`config.mk`:
```
export PLATFORM = sky130hd
export DESIGN_NAME = spics_control
export DESIGN_NICKNAME = d
export VERILOG_FILES = /design/src/pkg/spics_pkg.sv /design/src/hdl/spics_control.sv /design/src/hdl/spics_sync.sv
export SDC_FILE = /design/constraint.sdc
export NUM_CORES = 1
export LEC_CHECK = 0
export ABC_AREA = 1
export BUFFER_PORTS_ARGS = -buffer_cell sky130_fd_sc_hd__buf_4
export CAP_MARGIN = 10
export CELL_PAD_IN_SITES_DETAIL_PLACEMENT = 1
export CELL_PAD_IN_SITES_GLOBAL_PLACEMENT = 2
export CORE_MARGIN = 5
export CORE_UTILIZATION = 24
export CTS_BUF_LIST = sky130_fd_sc_hd__clkbuf_4
export DETAILED_ROUTE_END_ITERATION = 8
export PLACE_DENSITY = 0.82
export SKIP_CTS_REPAIR_TIMING = 1
export SLEW_MARGIN = 15
export SYNTH_ARGS = -nofsm -noshare
export SYNTH_HDL_FRONTEND = slang
export SYNTH_SLANG_ARGS = --single-unit
```
`constraint.sdc`:
```
create_clock -name mclk -period 0.95 [get_ports mclk]
set_input_delay 0.1425 -clock mclk [delete_from_list [all_inputs] [get_ports mclk]]
set_output_delay 0.1425 -clock mclk [all_outputs]
set_load 0.005 [all_outputs]
```
`src/pkg/spics_pkg.sv`:
```
// Purpose: Shared constants and carriers for the serial port control/status block
// Assumes: Special-function bus and shift engine run on the system clock
// Notes:   Register offsets are special-function addresses
package spics_pkg;

  localparam logic [7:0] CTRL_ADDR     = 8'hf8;
  localparam logic [7:0] DATA_ADDR     = 8'ha3;
  localparam logic [7:0] CTRL_RESET    = 8'h06;
  localparam int         DONE_BIT      = 7;
  localparam int         WRITE_COLLISION_FLAG_BIT      = 6;
  localparam int         MODE_FAULT_FLAG_BIT      = 5;
  localparam int         OVRN_BIT      = 4;
  localparam int         MODE_LSB      = 2;
  localparam int         TX_BUFFER_EMPTY_BIT     = 1;
  localparam int         ENABLE_BIT    = 0;
  localparam logic [1:0] MODE_3WIRE    = 2'h0;
  localparam logic [1:0] MODE_4WIRE_IN = 2'h1;
  localparam int         SYNC_STAGES   = 2;

  // Special-function bus request, byte and single-bit access
  typedef struct packed {
    logic       rd;
    logic       wr;
    logic [7:0] addr;
    logic [7:0] wdata;
    logic       bit_wr;
    logic [7:0] bit_addr;
    logic       bit_val;
  } spics_sfr_t;

  // One-cycle events from the shift engine, plus receive buffer level
  typedef struct packed {
    logic xfer_done;
    logic last_bit;
    logic rx_full;
    logic tx_load;
  } spics_evt_t;

endpackage : spics_pkg

```
`src/hdl/spics_control.sv`:
```
// Purpose: Control/status register of the serial port, flags and select pin
// Assumes: Shift engine and interrupt controller share mclk
// Notes:   Register read data appears one cycle after the read strobe
//
// How it works
// - Transfer-done flag bit 7 sets at every transfer end, master or slave.
// - Hardware never clears the four event flags; software must clear them.
// - Any set event flag raises interrupt request while port interrupts enabled.
// - Data write while transmit buffer not empty sets collision flag bit 6.
// - A colliding data write is dropped; transmit buffer stays unchanged.
// - Mode fault bit 5 sets on select low, master, mode field 01.
// - Slave overrun bit 4 sets when last bit arrives and receive buffer full.
// - Mode field 00 gives three-wire operation; select not routed to pin.
// - Mode field 01, the default, makes the select pin an input.
// - Mode field 1x drives select pin with the field's low bit.
// - Writing the transmit buffer clears buffer-empty status bit 1.
// - Moving buffer into shift register sets buffer-empty status.
// - Enable bit 0 low disables the port; high lets it operate.
// - Control register sits at address f8, with single-bit access.
// - Master-enable set selects master operation, clear selects slave.
// - In master operation a data write loads buffer and starts transfer.
`timescale 1ns/100ps
`default_nettype none
module spics_control (
  input  wire logic                 mclk,
  input  wire logic                 rst,
  input  wire spics_pkg::spics_sfr_t sfr,
  input  wire spics_pkg::spics_evt_t evt,
  input  wire logic                 master_enable,
  input  wire logic                 int_enable,
  input  wire logic                 slave_select_line_in,
  output logic                      slave_select_line_out,
  output logic                      slave_select_line_oe,
  output logic [7:0]                sfr_rdata_ff,
  output logic                      sfr_rvalid_ff,
  output logic [7:0]                tx_data_ff,
  output logic                      tx_write_ff,
  output logic                      xfer_start_ff,
  output logic                      port_on_ff,
  output logic                      master_mode_ff,
  output logic                      slave_selected_ff,
  output logic                      irq_ff
);

  logic [3:0] flags_ff;
  logic [3:0] nxt_flags;
  logic [3:0] flag_set;
  logic [1:0] mode_ff;
  logic       tx_buffer_empty_ff;
  logic       enable_ff;
  logic       ss_sync;
  logic       ss_low;
  logic       byte_wr;
  logic       bit_hit;
  logic       data_wr;
  logic       data_ok;
  logic       data_coll;
  logic [7:0] ctrl_view;
  logic [7:0] wr_image;

  spics_sync #(
    .WIDTH    (1),
    .INIT_VAL (1'h1)
  ) u_ss_sync (
    .mclk     (mclk),
    .rst      (rst),
    .async_in (slave_select_line_in),
    .sync_ff  (ss_sync)
  );

  assign ss_low    = !ss_sync;
  assign byte_wr   = sfr.wr && (sfr.addr == spics_pkg::CTRL_ADDR);
  assign bit_hit   = sfr.bit_wr && (sfr.bit_addr[7:3] == spics_pkg::CTRL_ADDR[7:3]);
  assign data_wr   = sfr.wr && (sfr.addr == spics_pkg::DATA_ADDR);
  assign data_coll = data_wr && !tx_buffer_empty_ff;
  assign data_ok   = data_wr && tx_buffer_empty_ff;

  assign ctrl_view = {flags_ff, mode_ff, tx_buffer_empty_ff, enable_ff};

  // Byte write or single-bit write merged into one image of the register
  always_comb begin
    wr_image = ctrl_view;
    if (byte_wr) begin
      wr_image = sfr.wdata;
    end else if (bit_hit) begin
      wr_image[sfr.bit_addr[2:0]] = sfr.bit_val;
    end
  end

  // Hardware events, indexed as flags_ff: 3 done, 2 collision, 1 fault, 0 overrun
  always_comb begin
    flag_set[3] = evt.xfer_done;
    flag_set[2] = data_coll;
    flag_set[1] = enable_ff && ss_low && master_enable
                  && (mode_ff == spics_pkg::MODE_4WIRE_IN);
    flag_set[0] = !master_enable && evt.last_bit && evt.rx_full;
  end

  // Set wins over a clear landing in the same cycle; nothing else clears
  always_comb begin
    nxt_flags = flags_ff;
    if (byte_wr || bit_hit) begin
      nxt_flags = wr_image[spics_pkg::DONE_BIT -: 4];
    end
    nxt_flags = nxt_flags | flag_set;
  end

  always_ff @(posedge mclk) begin
    if (rst) begin
      flags_ff <= spics_pkg::CTRL_RESET[7:4];
    end else begin
      flags_ff <= nxt_flags;
    end
  end

  always_ff @(posedge mclk) begin
    if (rst) begin
      mode_ff   <= spics_pkg::CTRL_RESET[3:2];
      enable_ff <= spics_pkg::CTRL_RESET[0];
    end else if (byte_wr || bit_hit) begin
      mode_ff   <= wr_image[spics_pkg::MODE_LSB +: 2];
      enable_ff <= wr_image[spics_pkg::ENABLE_BIT];
    end
  end

  // A write in the same cycle as a buffer move still leaves fresh data pending
  always_ff @(posedge mclk) begin
    if (rst) begin
      tx_buffer_empty_ff <= spics_pkg::CTRL_RESET[1];
    end else if (data_ok) begin
      tx_buffer_empty_ff <= 1'b0;
    end else if (evt.tx_load) begin
      tx_buffer_empty_ff <= 1'b1;
    end
  end

  always_ff @(posedge mclk) begin
    if (rst) begin
      tx_data_ff    <= 8'h00;
      tx_write_ff   <= 1'b0;
      xfer_start_ff <= 1'b0;
    end else begin
      tx_write_ff   <= data_ok;
      xfer_start_ff <= data_ok && enable_ff && master_enable;
      if (data_ok) begin
        tx_data_ff <= sfr.wdata;
      end
    end
  end

  always_ff @(posedge mclk) begin
    if (rst) begin
      port_on_ff     <= 1'b0;
      master_mode_ff <= 1'b0;
    end else begin
      port_on_ff     <= enable_ff;
      master_mode_ff <= enable_ff && master_enable;
    end
  end

  // Three-wire slaves count as selected whenever enabled, since no select pin exists
  always_ff @(posedge mclk) begin
    if (rst) begin
      slave_select_line_out <= 1'b1;
      slave_select_line_oe  <= 1'b0;
      slave_selected_ff     <= 1'b0;
    end else begin
      slave_select_line_out <= mode_ff[0];
      slave_select_line_oe  <= mode_ff[1];
      case (mode_ff)
        spics_pkg::MODE_3WIRE:    slave_selected_ff <= enable_ff;
        spics_pkg::MODE_4WIRE_IN: slave_selected_ff <= enable_ff && ss_low;
        default:                  slave_selected_ff <= 1'b0;
      endcase
    end
  end

  always_ff @(posedge mclk) begin
    if (rst) begin
      irq_ff <= 1'b0;
    end else begin
      irq_ff <= int_enable && (|flags_ff);
    end
  end

  always_ff @(posedge mclk) begin
    if (rst) begin
      sfr_rdata_ff  <= 8'h00;
      sfr_rvalid_ff <= 1'b0;
    end else begin
      sfr_rvalid_ff <= sfr.rd && (sfr.addr == spics_pkg::CTRL_ADDR);
      if (sfr.rd && (sfr.addr == spics_pkg::CTRL_ADDR)) begin
        sfr_rdata_ff <= ctrl_view;
      end
    end
  end

  done_flag_set_a: assert property (@(posedge mclk) disable iff (rst)
    evt.xfer_done |=> flags_ff[3])
    else $error("transfer done flag not set");

  flags_hold_a: assert property (@(posedge mclk) disable iff (rst)
    (|flags_ff) && !byte_wr && !bit_hit |=> (flags_ff & $past(flags_ff)) == $past(flags_ff))
    else $error("event flag cleared by hardware");

  irq_raise_a: assert property (@(posedge mclk) disable iff (rst)
    int_enable && (|flags_ff) |=> irq_ff)
    else $error("interrupt not raised");

  write_collision_flag_set_a: assert property (@(posedge mclk) disable iff (rst)
    data_wr && !tx_buffer_empty_ff |=> flags_ff[2])
    else $error("collision flag not set");

  write_collision_flag_drop_a: assert property (@(posedge mclk) disable iff (rst)
    data_wr && !tx_buffer_empty_ff |=> $stable(tx_data_ff) && !tx_write_ff)
    else $error("colliding write reached buffer");

  mode_fault_a: assert property (@(posedge mclk) disable iff (rst)
    enable_ff && ss_low && master_enable && mode_ff == 2'h1 |=> flags_ff[1])
    else $error("mode fault not flagged");

  overrun_set_a: assert property (@(posedge mclk) disable iff (rst)
    !master_enable && evt.last_bit && evt.rx_full |=> flags_ff[0])
    else $error("overrun not flagged");

  pin_unrouted_a: assert property (@(posedge mclk) disable iff (rst)
    mode_ff == 2'h0 ##1 mode_ff == 2'h0 |-> !slave_select_line_oe)
    else $error("select pin driven in three-wire mode");

  pin_input_a: assert property (@(posedge mclk) disable iff (rst)
    mode_ff == 2'h1 |=> !slave_select_line_oe)
    else $error("select pin driven in input mode");

  pin_output_a: assert property (@(posedge mclk) disable iff (rst)
    mode_ff[1] |=> slave_select_line_oe && slave_select_line_out == $past(mode_ff[0]))
    else $error("select pin output wrong");

  tx_buffer_empty_clear_a: assert property (@(posedge mclk) disable iff (rst)
    data_wr && tx_buffer_empty_ff |=> !tx_buffer_empty_ff ##1 tx_write_ff == 1'b0)
    else $error("buffer empty not cleared");

  tx_buffer_empty_set_a: assert property (@(posedge mclk) disable iff (rst)
    evt.tx_load && !data_wr |=> tx_buffer_empty_ff)
    else $error("buffer empty not set");

  start_master_a: assert property (@(posedge mclk) disable iff (rst)
    data_wr && tx_buffer_empty_ff && enable_ff && master_enable |=> xfer_start_ff && tx_write_ff)
    else $error("master write did not start transfer");

endmodule : spics_control
`default_nettype wire

```
`src/hdl/spics_sync.sv`:
```
// Purpose: Two-stage synchroniser for asynchronous pin levels
// Assumes: Destination runs on mclk
// Notes:   First stage is read only by the second stage
`timescale 1ns/100ps
`default_nettype none
module spics_sync #(
  parameter int         WIDTH    = 1,
  parameter logic [0:0] INIT_VAL = 1'h1
) (
  input  wire logic             mclk,
  input  wire logic             rst,
  input  wire logic [WIDTH-1:0] async_in,
  output var  logic [WIDTH-1:0] sync_ff
);

  logic [WIDTH-1:0] meta_ff;

  always_ff @(posedge mclk) begin
    if (rst) begin
      meta_ff <= {WIDTH{INIT_VAL}};
      sync_ff <= {WIDTH{INIT_VAL}};
    end else begin
      meta_ff <= async_in;
      sync_ff <= meta_ff;
    end
  end

endmodule : spics_sync
`default_nettype wire

```
# Word-level counts from Yosys, hierarchy flattened
# Index checks and enable logic that the tools add are counted.
# W data, S select, Z words.
[word_totals]
input_bits = 37
latchBits = 0
rom_bits = 0
memories = 0
output_inout_bits = 25
wordCells = 58
mem_bits_rw = 0
ff_bits = 35
[classes]
div_mod_pow = 0
magnitude_cmp = 2
n_mul = 0
muxes = 9
shift = 0
add_sub_neg = 0
reduce_logical = 25
n_eq_ne = 4
bitwise_logic = 1
[op_table]
columns = ["op", "n"]
rows = [
  ["$eq A8 B8 Y1 const B", 2],
  ["$logic_and A1 B1 Y1", 16],
  ["$mux W8", 2],
  ["$bwmux W8", 1],
  ["$eq A5 B5 Y1 const B", 1],
  ["$lt A3 B4 Y1 const B", 1],
  ["$mux W4", 1],
  ["$or A4 B4 Y4", 1],
  ["$reduce_bool A2 Y1", 2],
  ["$reduce_or A4 Y1", 1],
  ["$demux W1 S3", 1],
  ["$ge A3 B1 Y1 const B", 1],
  ["$logic_not A1 Y1", 3],
  ["$mux W1", 3],
  ["$eq A2 B1 Y1 const B", 1],
  ["$logic_not A2 Y1", 1],
  ["$pmux W1 S2", 1],
  ["$reduce_and A2 Y1", 1],
  ["$logic_or A1 B1 Y1", 1],
]

# Logic depth before layout (Yosys ltp)
[logic_depth]
ltp_word = 9
mapped_depth = 9
ltp_nobuf = 9

# By module
# From an unflattened synthesis, not the netlist that was laid out.
[hier_totals]
hier_cells = 234
hier_area_um2 = 1651.6
[modules_own_cells]
columns = ["mod", "instances", "area_per_inst_um2", "cells_each", "seq_area_each_um2"]
rows = [
  ["spics_control", 1, 1592.8, 227, 660.6],
  ["spics_sync", 1, 58.8, 7, 40.0],
]

# Least setup slack after synthesis
# Ideal clock, no wire load.
[synth_timing]
kind = "input to register"
startpoint = "input port sfr[20] (netlist bit)"
endpoint = "register flags_ff[0]"
path_buffers = 1
t_arrival_ps = 910
setup_time_ps = 109
setup_slack_ps = -69
required_time_ps = 841
path_stages = 9
cell_sequence = "inv_1 > nand2_1 > nor2_4 > nand3_4 > buf_6 > nand3_1 > nand3_1 > nand2_1 > inv_1"
[synth_between]
elab_chain_cells = 5
word_cells_on_any_way = 6
classes_between = "1 x eq/ne; 2 x mux; 1 x bitwise; 2 x reduce/logical"
[synth_lines]
columns = ["item", "line_no", "text"]
rows = [
  ["start: declaration", "spics_control.sv:27", "input wire spics_pkg::spics_sfr_t sfr,"],
  ["$eq A8 B8 Y1 (*)", "spics_control.sv:72", "assign byte_wr = sfr.wr && (sfr.addr == spics_pkg::CTRL_ADDR);"],
  ["$logic_and A1 B1 Y1 (*)", "spics_control.sv:72", ""],
  ["$mux W8 or $logic_or A1 B1 Y1 (tied branches)", "spics_control.sv:83, spics_control.sv:102", ""],
  ["$mux W4 (*)", "spics_control.sv:102", "if (byte_wr || bit_hit) begin"],
  ["$or A4 B4 Y4 (*)", "spics_control.sv:105", "nxt_flags = nxt_flags | flag_set;"],
  ["end signal: assignment", "spics_control.sv:110", "flags_ff <= spics_pkg::CTRL_RESET[7:4];"],
  ["end signal: assignment", "spics_control.sv:112", "flags_ff <= nxt_flags;"],
  ["end: declaration", "spics_control.sv:45", "logic [3:0] flags_ff;"],
]
# Mark *: on every way between the ends. The rest lies on a longest branch, timed or not.
# A chain may end at the register's enable or synchronous reset.

# Worst setup path after layout
[layout_timing]
startpoint = "register tx_buffer_empty_ff"
endpoint = "register xfer_start_ff"
[layout_between]
elab_chain_cells = 3
[layout_lines]
columns = ["item", "line_no", "text"]
rows = [
  ["start: declaration", "spics_control.sv:49", "logic tx_buffer_empty_ff;"],
  ["start signal: assignment", "spics_control.sv:129", "tx_buffer_empty_ff <= spics_pkg::CTRL_RESET[1];"],
  ["$logic_and A1 B1 Y1", "spics_control.sv:76", "assign data_ok = data_wr && tx_buffer_empty_ff;"],
  ["$logic_and A1 B1 Y1 (2 in series)", "spics_control.sv:144", "xfer_start_ff <= data_ok && enable_ff && master_enable;"],
  ["end signal: assignment", "spics_control.sv:144", ""],
  ["end: declaration", "spics_control.sv:38", "output logic xfer_start_ff,"],
]
# Every way passes these cells.

==> impl_metrics.yaml <==
global_routing:
  top_usage_layer: "met2"
  met2_usage_pct: 20.7
  grt_pass1_wl_um: 7850
  grt_overflow: 0
  grt_usage_pct: 11.4
  grt_util_met3_pct: 3.36
  use_met1_pct: 13.0
  antenna_found_initial: 0
  grt_max_degree: 13
  grt_pass1_vias: 1785
floorplanning:
  num_io_pins: 62
  die-area_um2: 8490
  row_count: 30
  core_area_um2: 6680
  die_h_um: 92.1
  initial_core_util_pct: 24.2
  die_w_um: 92.1
flow_run:
  drv_cap: 0
worst_hold_path:
  hold_path.class: "primary input to register"
  worstHoldStart: "evt[0]"
critical_path:
  worst_ep_required_time_ps: 1220
  end_kind: "register"
  arrival_ps: 1250
  cp_max_fo: 5
  cp-start-kind: "register"
  path_class: "register to register"
  crit_start: "tx_buffer_empty_ff"
  r2r-start: "tx_buffer_empty_ff"
synthesis:
  synth_top_area_share_pct: 43.3
  synthTopCellsByArea: "dfxtp_1 (43%), inv_1 (8.1%), nor2_1 (7.7%)"
  synth_fp_nets: 256
  syn_area_per_cell_um2: 7.39
  synthCells: 219
  syn_area_um2: 1620
  synth_warnings: 0
  synth_top_cell_by_area: "dfxtp_1"
  ys_seq_elements: 35
  synth_cell_types: 29
  synth.yosys.seq_area_share_pct: 43.3
route:
  final_antenna_net_count: 0
  drc_errors: 0
  dr.pass1.iters: 4
  wl_per_cell_um: 12.1
  via_count: 1719
  drt_iter0_drc: 28
  wl_um: 4780
  routed_via_density: 4.36
power_and_ir_drop:
  p_leak_nw: 1.25
  p_per_area_nw_per_um2: 1000
  vdd_drop_max_mv: 0.467
clock_network:
  clk_path_buf_depth: 2
  cts_tree: "yes"
  clkSlewWorstSetupHoldPaths_ps: 120
  htree_levels: 2
  cts_sinks: 35
  numCtsBuffers: 5
  clockRootBuffer: "clkbuf_4"
  clock_latency_ps: 340
placement:
  gp_congestion: 0.710
  post_dp_cell_area_um2: 2410
  io_buffers: 61
  dp_hpwl_um: 3950
timing:
  tightestPinTransition_ps: 219
  setup_viol: 3
  finClkSkew_ps: 6.14
  hold_viol: 0
  relSlewSlack_pct: 85.2
  timing.final.ws_setup_ps: -25.2
  min_period_ps: 975
  min_period_over_period_pct: 103
  slew_violations: 0
  rsz0062_at_grt: "true"
  clock.fmax_mhz: 1030
layout:
  layout_common_cells: "buf_4 (67), inv_1 (32), nor2_1 (28)"
  design_area_um2: 2670
  area_growth_pct: 64.7
  nFillCells: 810
  final_common_cell: "buf_4"
  multi_input_area_um2: 793
  seq_area_um2: 736
  final_core_util_pct: 39.9
  num_antenna_cells: 0
  drive_gt1_share_pct: 50.0
  nets: 350
outcome:
  violations: "negative setup slack"
  run_status: "finished, violations left"
cells by family (layout without fill, tap and decap cells):
logic type             Yosys count  after routing  synth area share [%]
and+or+nand+nor                108            108                  33.9
buffers and inverters           43            138                  11.8
DFF                             35             35                  43.3
AOI/OAI and AO/OA               33             33                  11.0
final cells by class:
type	count	share of cell area (%)
Multi-Input combinational cell	141	29.8
Timing Repair Buffer	94	30.8
Sequential cell	35	27.6
Inverter	36	5.91
Clock inverter	3	0.751
Clock buffer	5	1.41
Tap cell	80	3.75
worst max-delay path, stage by stage, from the launching register on:
cell and delay (ps):
dfxtp_4 390, nand4_4 150, buf_6 180, buf_6 110
nor3_2 80
metal layers:
metal | share of wire, % | wire length [µm]
met3 | 4.5 | 213
met4 | 0.67 | 32
met5 | 0 | 0
met2 | 52 | 2490
met1 | 43 | 2040
cell usage after synthesis, drive strengths merged:
cell type / number
nand2: 30
o21ai: 23
dfxtp: 35
a21oi: 8
and2: 1
a211oi: 1
inv: 35
or2: 3
nor4: 1
clkinv: 1
nand3: 20
o211ai: 1
nand4: 10
clkbuf: 1
buf: 6
nand3b: 1
nor3: 5
nor2: 37
flip-flops by register name, summed over array words and instances, names as in the netlist, 2 cells and up:
| register | cells |
|---|---|
| sfr_rdata_ff | 8 |
| tx_data_ff | 8 |
| flags_ff | 4 |
| mode_ff | 2 |
where the power goes:
group          total (mW)  switching [mW]  internal [mW]
logic               0.361           0.168          0.193
clock network       0.819           0.536          0.283
registers            1.49          0.0105           1.48
per-stage QoR:
stage | setup WS (ps) | power, mW | instances | hold slack (ps) | TNS [ps]
4_1_cts | -139 | 2.72 | 389 | -41.7 | -1230
5_1_grt | -72.4 | 2.82 | 394 | 19.3 | -809
3_3_place_gp | -220 | 1.87 | 381 | 331 | -4270
6_report | -25.2 | 2.67 | 394 | 27.2 | -37.9
2_1_floorplan | -22.5 | 1.66 | 219 | 246 | -61.2
3_5_place_dp | -246 | 1.88 | 381 | 334 | -4890
final timing paths:
path	end	cells past startpoint	slack [ps]
worst min-delay path	tx_buffer_empty_ff	3	30
worst max-delay path	xfer_start_ff	4	-30
worst min register to register	u_ss_sync.sync_ff	1	420
worst max register to register	xfer_start_ff	4	-30
(Power assumes the default switching activity.)
